## src/gie_map.vh

```
// Constants for the grouped interrupt expander and its external edge channels.
`ifndef GIE_MAP_VH
`define GIE_MAP_VH
`define GIE_NUM_REQ       96
`define GIE_NUM_USED      54
`define GIE_GROUP_SIZE    8
`define GIE_NUM_LINES     12
`define GIE_VEC_W         22
`define GIE_VEC_AW        7
`define GIE_FETCH_CYCLES  8
`define GIE_NUM_XCH       3
`define GIE_XCNT_W        16
`define GIE_PIN_SEL_W     5
`define GIE_EDGE_FALL     2'h0
`define GIE_EDGE_RISE     2'h1
`define GIE_EDGE_BOTH     2'h2
`define GIE_VEC_RST       22'h000000
`endif

```

## src/gie_vec_ram.v

```verilog
// Vector memory with one write port and a registered read port.
`timescale 1ns/1ps
module gie_vec_ram #(
  parameter DW    = 22,
  parameter AW    = 7,
  parameter DEPTH = 96
) (
  mclk,
  wr_en,
  wr_addr,
  wr_data,
  rd_addr,
  rd_data
);
  input  wire          mclk;     // System clock.
  input  wire          wr_en;    // Software write strobe.
  input  wire [AW-1:0] wr_addr;  // Entry written.
  input  wire [DW-1:0] wr_data;  // Vector written.
  input  wire [AW-1:0] rd_addr;  // Entry read.
  output reg  [DW-1:0] rd_data;  // Registered read data.

  reg [DW-1:0] mem [0:DEPTH-1];  // Vector storage, contents undefined until written.

  // Writes land at once; reads return one cycle later.
  always @(posedge mclk) begin
    if (wr_en) begin
      mem[wr_addr] <= wr_data;
    end
    rd_data <= mem[rd_addr];
  end
endmodule

```

## src/gie_top.v

```verilog
// Grouped interrupt expander with three external edge channels and time-stamp counters.
`timescale 1ns/1ps
`include "gie_map.vh"
module gie_top #(
  parameter NREQ  = `GIE_NUM_REQ,
  parameter NLINE = `GIE_NUM_LINES,
  parameter GSZ   = `GIE_GROUP_SIZE,
  parameter VW    = `GIE_VEC_W,
  parameter AW    = `GIE_VEC_AW,
  parameter NX    = `GIE_NUM_XCH,
  parameter CW    = `GIE_XCNT_W
) (
  mclk,
  sys_rst,
  periph_req,
  req_connected,
  req_enable,
  vec_wr_en,
  vec_wr_addr,
  vec_wr_data,
  xch_enable,
  xch_edge_sel,
  xch_pin_sel,
  gpio_in,
  cpu_ack,
  cpu_ack_line,
  cpu_irq,
  vec_valid,
  vec_data,
  vec_index,
  pending,
  xch_count
);
  input  wire                mclk;           // System clock, 100 MHz.
  input  wire                sys_rst;        // Asynchronous reset, active high.
  input  wire [NREQ-1:0]     periph_req;     // Peripheral request pulses, one cycle each.
  input  wire [NREQ-1:0]     req_connected;  // Positions wired to a peripheral.
  input  wire [NREQ-1:0]     req_enable;     // Per-position software enables.
  input  wire                vec_wr_en;      // Vector memory write strobe.
  input  wire [AW-1:0]       vec_wr_addr;    // Vector entry index.
  input  wire [VW-1:0]       vec_wr_data;    // Vector value.
  input  wire [NX-1:0]       xch_enable;     // External channel enables.
  input  wire [2*NX-1:0]     xch_edge_sel;   // Two bits per channel: edge polarity.
  input  wire [5*NX-1:0]     xch_pin_sel;    // Five bits per channel: pin index.
  input  wire [31:0]         gpio_in;        // Lowest thirty-two general-purpose pins.
  input  wire                cpu_ack;        // CPU starts servicing a line, one-cycle pulse.
  input  wire [3:0]          cpu_ack_line;   // Serviced line, zero-based (0 is the first line).
  output wire [NLINE-1:0]    cpu_irq;        // Combined request per CPU line.
  output reg                 vec_valid;      // Vector on vec_data is valid, one-cycle pulse.
  output wire [VW-1:0]       vec_data;       // Fetched vector, from the memory register.
  output reg  [AW-1:0]       vec_index;      // Request index of the fetched vector.
  output wire [NREQ-1:0]     pending;        // Pending flags, registered.
  output wire [CW*NX-1:0]    xch_count;      // Time-stamp counters, registered.

  localparam ST_IDLE  = 2'h0;  // Waiting for an acknowledge.
  localparam ST_READ  = 2'h1;  // Memory read in flight.
  localparam ST_SAVE  = 2'h2;  // Holding the vector while state is saved.

  reg  [NREQ-1:0]  pend_r;        // Pending flags.
  reg  [NREQ-1:0]  pend_nxt;      // Next pending flags.
  reg  [1:0]       st_r;          // Fetch sequencer state.
  reg  [3:0]       cyc_r;         // Cycles elapsed in the fetch.
  reg  [AW-1:0]    sel_r;         // Index chosen at acknowledge.
  reg  [AW-1:0]    win_idx;       // Lowest pending enabled index in the acked group.
  reg              win_ok;        // A request is present in the acked group.
  reg  [31:0]      win_sum;       // Full-width index sum, trimmed to the index width on purpose.
  wire [NREQ-1:0]  live_req;      // Requests including external channel events.
  wire [NX-1:0]    xedge;         // Qualified edge per channel.
  wire [NREQ-1:0]  act;           // Pending and enabled.
  integer          i;

  // A pending flag reaches its CPU line only while its enable is set.
  assign act = pend_r & req_enable;

  // Each group of eight ORs onto one CPU line.
  genvar g;
  generate
    for (g = 0; g < NLINE; g = g + 1) begin : grp
      assign cpu_irq[g] = |act[g*GSZ +: GSZ];
    end
  endgenerate

  // External channels: pick a pin, detect the chosen edge, and stamp.
  genvar x;
  generate
    for (x = 0; x < NX; x = x + 1) begin : xch
      reg            prev_r;   // Pin level seen on the previous edge.
      reg            armed_r;  // Low in the first cycle after reset, so no false edge follows it.
      reg  [CW-1:0]  cnt_r;    // Time-stamp counter of this channel.
      wire [4:0]     psel = xch_pin_sel[5*x +: 5];
      wire           lvl  = gpio_in[psel];
      wire [1:0]     es   = xch_edge_sel[2*x +: 2];
      wire           rise = armed_r & lvl & ~prev_r;
      wire           fall = armed_r & ~lvl & prev_r;
      // A disabled channel sees no edge at all.
      assign xedge[x] = xch_enable[x] &
                        ((es == `GIE_EDGE_FALL) ? fall :
                         (es == `GIE_EDGE_RISE) ? rise :
                         (es == `GIE_EDGE_BOTH) ? (rise | fall) : 1'b0);
      assign xch_count[CW*x +: CW] = cnt_r;
      // Counter runs freely and restarts on a qualified edge.
      // The first sample after reset only primes the stored level, whatever level the pin idles at.
      always @(posedge mclk or posedge sys_rst) begin
        if (sys_rst) begin
          prev_r  <= 1'b0;
          armed_r <= 1'b0;
          cnt_r   <= {CW{1'b0}};
        end else begin
          prev_r  <= lvl;
          armed_r <= 1'b1;
          if (xedge[x]) begin
            cnt_r <= {CW{1'b0}};
          end else begin
            cnt_r <= cnt_r + {{(CW-1){1'b0}}, 1'b1};
          end
        end
      end
    end
  endgenerate

  // External events enter the last positions of the first group.
  assign live_req = (periph_req & req_connected) |
                    ({{(NREQ-NX){1'b0}}, xedge} << (GSZ - NX));

  // Fixed ordering: lowest enabled pending position in the acknowledged group.
  always @* begin
    win_idx = {AW{1'b0}};
    win_ok  = 1'b0;
    win_sum = 32'h00000000;
    for (i = GSZ - 1; i >= 0; i = i - 1) begin
      // Lines past the last group have no flags; never index beyond them.
      if (cpu_ack_line < NLINE && act[cpu_ack_line*GSZ + i]) begin
        win_sum = cpu_ack_line * GSZ + i;
        win_idx = win_sum[AW-1:0];
        win_ok  = 1'b1;
      end
    end
  end

  // New requests set flags; set wins over the fetch clear.
  always @* begin
    pend_nxt = pend_r;
    if (cpu_ack && win_ok && st_r == ST_IDLE && cpu_ack_line < NLINE) begin
      pend_nxt[win_idx] = 1'b0;
    end
    pend_nxt = pend_nxt | live_req;
  end

  always @(posedge mclk or posedge sys_rst) begin
    if (sys_rst) begin
      pend_r <= {NREQ{1'b0}};
    end else begin
      pend_r <= pend_nxt;
    end
  end

  assign pending = pend_r;

  // Fetch sequencer: read the vector and hold the CPU for the save window.
  always @(posedge mclk or posedge sys_rst) begin
    if (sys_rst) begin
      st_r      <= ST_IDLE;
      cyc_r     <= 4'h0;
      sel_r     <= {AW{1'b0}};
      vec_valid <= 1'b0;
      vec_index <= {AW{1'b0}};
    end else begin
      vec_valid <= 1'b0;
      case (st_r)
        ST_IDLE: begin
          if (cpu_ack && win_ok && cpu_ack_line < NLINE) begin
            sel_r <= win_idx;
            cyc_r <= 4'h1;
            st_r  <= ST_READ;
          end
        end
        ST_READ: begin
          // Memory data appears next cycle.
          vec_valid <= 1'b1;
          vec_index <= sel_r;
          cyc_r     <= cyc_r + 4'h1;
          st_r      <= ST_SAVE;
        end
        ST_SAVE: begin
          // Remaining cycles cover saving of CPU state.
          if (cyc_r == `GIE_FETCH_CYCLES - 1) begin
            st_r <= ST_IDLE;
          end
          cyc_r <= cyc_r + 4'h1;
        end
        default: begin
          st_r <= ST_IDLE;
        end
      endcase
    end
  end

  // Per-request vector store, writable at any time.
  gie_vec_ram #(
    .DW    (VW),
    .AW    (AW),
    .DEPTH (NREQ)
  ) u_vec (
    .mclk    (mclk),
    .wr_en   (vec_wr_en),
    .wr_addr (vec_wr_addr),
    .wr_data (vec_wr_data),
    .rd_addr (sel_r),
    .rd_data (vec_data)
  );
endmodule

```

## config.mk

```make
export PLATFORM = sky130hd
export DESIGN_NAME = gie_top
export DESIGN_NICKNAME = d
export VERILOG_FILES = /design/src/gie_vec_ram.v /design/src/gie_top.v
export VERILOG_INCLUDE_DIRS = /design/src
export SDC_FILE = /design/constraint.sdc
export NUM_CORES = 2
export LEC_CHECK = 0
export BUFFER_PORTS_ARGS = -buffer_cell sky130_fd_sc_hd__buf_4
export CORE_MARGIN = 2
export CORE_UTILIZATION = 58
export CTS_CLUSTER_SIZE = 40
export DETAILED_ROUTE_END_ITERATION = 7
export GPL_TIMING_DRIVEN = 0
export HOLD_SLACK_MARGIN = 0.1
export PLACE_DENSITY_LB_ADDON = 0.2
export SLEW_MARGIN = 20
export SYNTH_ARGS = -nofsm -noshare
export SYNTH_HDL_FRONTEND = slang
export SYNTH_HIERARCHICAL = 1
export SYNTH_SLANG_ARGS = --single-unit
```

## constraint.sdc

```tcl
create_clock -name mclk -period 6.6 [get_ports mclk]
set_input_delay 1.32 -clock mclk [delete_from_list [all_inputs] [get_ports mclk]]
set_output_delay 1.32 -clock mclk [all_outputs]
set_load 0.03 [all_outputs]
```

-- After elaboration in Yosys (flattened, before gate mapping)
Memory sizes are Yosys's and may differ from the RTL's. A register that Yosys moved wholly into a read port is not among the register bits.
Cells that the tools add are included.
- RAM bits: 2112
- register bits: 169
- memories: 1
- input bits: 381
- logic and storage cells: 175
- memory list (memory ; words ; bits a word ; read ports ; clocked after Yosys merged registers in ; write ports ; line ; source):
    u_vec.mem ; 96 ; 22 ; 1 ; 1 ; 1 ; gie_vec_ram.v:22 ; reg [DW-1:0] mem [0:DEPTH-1];
- bitwise logic cells: 30
- order comparisons: 14
- multiplexer cells: 61
- add/subtract/negate cells: 11
- reduce and logical (&&, ||, !) cells: 34
- equality and inequality tests: 11
- operator list (kind ; number):
    $and A96 B96 Y96 ; 3
    $lt A32 B8 Y1 const B ; 7
    $mux W96 ; 1
    $not A96 Y96 ; 1
    $or A96 B8 Y96 ; 1
    $or A96 B96 Y96 ; 1
    $reduce_or A8 Y1 ; 12
    $mux W7 ; 8
    $bmux W1 S7 ; 7
    $add A16 B1 Y16 const B ; 3
    $mux W16 ; 3
    $add A7 B3 Y8 const B ; 4
    $mux W1 ; 32
    $lt A5 B6 Y1 const B ; 3
    $add A7 B2 Y8 const B ; 2
    $lt A7 B8 Y1 const B ; 2
    $and A1 B1 Y1 ; 15
    $bmux W1 S5 ; 3
    $logic_and A1 B1 Y1 ; 13
    $add A7 B1 Y8 const B ; 1
    $eq A2 B1 Y1 const B ; 4
    $eq A2 B2 Y1 const B ; 4
    $logic_not A2 Y1 ; 4
    $pmux W4 S2 ; 1
    16 further kinds ; 26

-- Logic depth before layout (Yosys ltp)
- depth after elaboration: 20
- gate-level depth with buffers: 13
- gate-level depth less buffers: 8

-- Cells and area by module
The synthesis kept the hierarchy.
- by module, submodules not included (module ; sequential area each (um^2) ; times used ; area an instance (um^2) ; cells an instance):
    gie_vec_ram ; 63861.2 ; 1 ; 81989.9 ; 3643
    gie_top ; 4229.1 ; 1 ; 9938.3 ; 1038

-- Worst setup path before layout
OpenSTA, ideal clock, no wires.
- path type: in2reg
- start point: input vec_wr_addr[5]
- end point: memory u_vec.mem[50][0] (enable)
- library setup time: 0.429 ns
- setup slack: 2.790 ns
- cell stages on the path: 3
- path buffers: 0
- arrival time: 3.381 ns
- cell sequence: nor2b_1 -> nand3_1 -> nor3_1
- RTL lines (element ; line ; source):
    start: declaration ; gie_top.v:40 ; input wire [AW-1:0] vec_wr_addr;
    end: declaration ; gie_vec_ram.v:22 ;
Straight into the memory's write port.

==> impl_metrics.py <==
metrics = {
    "run_status": {
        "status": "finished with violations",
        "failed_checks": "design-rule violations",
    },
    "synth": {
        "avgSynthCellArea_um2": 19.6,
        "synth_warnings": 6,
        "synth_seq_cells": 2303,
        "seq_area_frac_synth_pct": 74.1,
        "syn_nets": 5069,
        "synth_cell_types": 87,
        "synth_ff_type": "edfxtp_1",
        "netlist_area_um2": 91900,
        "syn_inst": 4681,
        "synth_edf_count": 2112,
        "async_flop_share_pct": 7.34,
    },
    "min_path": {
        "worstHoldEndpoint": "vec_index[3]$_DFFE_PP0P_",
        "whs_path_depth": 1,
        "min-delay-start": "vec_index[3]$_DFFE_PP0P_",
        "min_path_type": "reg2reg",
    },
    "global_route": {
        "grt_pass1_wl_mm": 482,
        "antenna_found_initial": 58,
        "grt_use_total_pct": 45.5,
        "grt_max_degree": 97,
        "gr-total-overflow": 0,
        "grt_pass1_vias": 54700,
    },
    "floorplan": {
        "core_um2": 158000,
        "dieArea_um2": 162000,
        "die_w_um": 402,
        "io_pins": 567,
        "rows": 146,
        "initial_core_util_pct": 58.2,
        "die_h_um": 402,
    },
    "detailed_routing": {
        "vias": 57600,
        "routed_wirelength_mm": 367,
        "drc_errors": 4,
        "vias_per_cell": 7.29,
        "ant_nets": 0,
        "first_pass_iters": 8,
        "drtIter0Drc": 9493,
        "wl_per_cell_um": 46.4,
    },
    "clocking": {
        "cts_tree": "yes",
        "clk_latency_ps": 890,
        "cts.sinks": 2303,
        "htree_levels": 4,
        "clk_pin_slew_worst_paths_ps": 60,
        "hold_buffers": 0,
        "root_buffer": "clkbuf_16",
        "clock_path_buffers": 3,
        "numCtsBuffers": 219,
        "cts_resized": 0,
        "cts_setup_buffers": 0,
    },
    "layout": {
        "area_growth_pct": 19.3,
        "nets": 5992,
        "stdcell_count": 7903,
        "drive_above_1_share_pct": 32.6,
    },
    "place": {
        "dp_cells": 7445,
        "hpwl_mm": 252,
        "portBuffers": 555,
        "place_congestion": 1.08,
    },
    "critical_path": {
        "cp.arrival_ps": 6780,
        "critPathMaxStageDelay_ps": 1130,
        "worst_r2r_startpoint": "sel_r[1]$_DFFE_PP0P_",
        "crit_chain": "clkbuf_1 -> buf_2 -> buf_4 -> buf_2 -> buf_2 -> mux2i_1 -> nor2_1 -> nor4_1 -> nor4_1",
        "r2r_cells": 9,
        "reg2reg_slack_ps": 460,
        "path_depth": 9,
        "path_buf_inv": 5,
        "cp_max_fo": 10,
        "timing.rr.end": "u_vec/rd_data[11]$_DFF_P_",
        "worstPathRequired_ps": 7240,
        "critPathTopFamily": "buffers and inverters",
        "crit_path_end_kind": "flip-flop",
        "cp-start-kind": "flip-flop",
        "slowest_stage": "nor4_1",
        "path_class": "reg2reg",
        "cp_common_cell": "buf_2",
    },
    "power": {
        "p_total_mw": 44.6,
        "peakVddDrop_v": 0.000316,
        "power_density_nw_per_um2": 406,
        "p_leak_nw": 36.4,
    },
    "sta": {
        "fmaxAchievable_mhz": 163,
        "period_share_pct": 93.1,
        "hold_viol": 0,
        "setup_viol": 0,
        "worst_slew_pin_slew_ps": 1390,
        "period_needed_ps": 6140,
        "slew_viol_final": 0,
        "rsz0062_at_grt": "no",
        "relSlewSlack_pct": 6.29,
        "skew_ps": 30.2,
    },
    "run": {
        "maxCapViolCount": 0,
    },
}
## kinds of logic (layout without fill, tap and decap cells)
| logic type | count (synthesis) | after routing | synth area share, % |
|---|---|---|---|
| buf+inv | 263 | 1369 | 1.73 |
| xor+xnor | 42 | 42 | 0.400 |
| simple gates | 802 | 802 | 4.10 |
| flops | 2303 | 2303 | 74.1 |
| other cells | 1 | 45 | 0.00408 |
| mux | 770 | 770 | 15.8 |
| compound gates | 493 | 493 | 3.84 |
| fa+ha+maj | 7 | 7 | 0.0953 |
## power breakdown
group	internal [mW]	switching [mW]	leakage (nW)
Combinational	4.97	10.8	12.0
Sequential	16.2	0.300	21.0
Clock	6.81	5.50	3.35
## final cells by class
cell class | instances | area [um2]
clock buffer | 276 | 5800
fill | 9896 | 48200
multi-input combinational | 2115 | 23000
tap | 2072 | 2590
sequential | 2303 | 68100
timing repair buffer | 702 | 7320
inverter | 21 | 86.3
antenna | 44 | 110
clock inverter | 128 | 1140
buffer | 242 | 1550
## synthesized netlist by cell type, drive strengths merged, types with 40 or more instances
| cell type | count | area (um2) |
|---|---|---|
| mux2i | 194 | 1940 |
| nand2 | 306 | 1150 |
| dfrtp | 169 | 4230 |
| a22oi | 109 | 823 |
| a21oi | 85 | 425 |
| mux4 | 536 | 12100 |
| nor2b | 43 | 269 |
| nand3 | 99 | 508 |
| edfxtp | 2112 | 63400 |
| buf | 157 | 1180 |
| clkbuf | 85 | 333 |
| nor2 | 184 | 691 |
| o21ai | 57 | 289 |
| mux2 | 40 | 450 |
| o31ai | 43 | 323 |
## state kept, by name (all words and copies together) (netlist names)
name	flops
xch.armed_r	1
pending	96
u_vec/mem	2112
sel_r	7
vec_valid	1
u_vec/rd_data	22
vec_index	7
xch.prev_r	3
cyc_r	4
xch.cnt_r	48
st_r	2
## worst max-delay path by stage
| stage | from | end | slack (ps) |
|---|---|---|---|
| after floorplan | sys_rst | cyc_r[0]$_DFFE_PP0P_ | 700 |
| after global placement | sys_rst | cyc_r[1]$_DFFE_PP0P_ | -1750 |
| after detailed placement | sel_r[1]$_DFFE_PP0P_ | u_vec/rd_data[7]$_DFF_P_ | 1020 |
| after CTS | sel_r[1]$_DFFE_PP0P_ | u_vec/rd_data[7]$_DFF_P_ | 980 |
| after global routing | sel_r[2]$_DFFE_PP0P_ | u_vec/rd_data[15]$_DFF_P_ | 720 |
| final | sel_r[1]$_DFFE_PP0P_ | u_vec/rd_data[11]$_DFF_P_ | 460 |
## layout by cell type (no fill, tap or decap), types with 47 or more instances in the layout
cell type,netlist,final
buf_2,72,83
a21oi_1,85,84
clkbuf_16,0,222
buf_6,31,48
dfrtp_1,169,169
o21ai_0,52,51
buf_16,0,88
clkinv_1,0,47
buf_4,30,608
nand3_1,98,95
edfxtp_1,2112,2112
nand2_1,306,306
mux4_2,527,527
clkbuf_1,83,110
a22oi_1,108,108
mux2i_1,194,194
nor2_4,0,87
nor2_1,184,95
## through the flow
stage | setup TNS [ps] | cell area, um2 | setup slack, ps | util [%] | hold WS [ps]
final | 0 | 110000 | 458 | 69.5 | 513
after global routing | 0 | 110000 | 720 | 69.5 | 529
after CTS | 0 | 109000 | 984 | 69.2 | 516
after detailed placement | 0 | 102000 | 1020 | 64.9 | 502
after global placement | -412220 | 98700 | -1750 | 62.5 | 498
after floorplan | 0 | 91900 | 705 | - | 464
## routing by layer
metal	GRT usage, %	wire, um	vias up
li1	-	-	21300
met1	52.7	110000	29300
met2	65.7	160000	5526
met3	19.4	56600	1443
met4	38.3	39300	28
met5	0.624	406	-
Note: power is estimated with default switching activity, not from simulation.
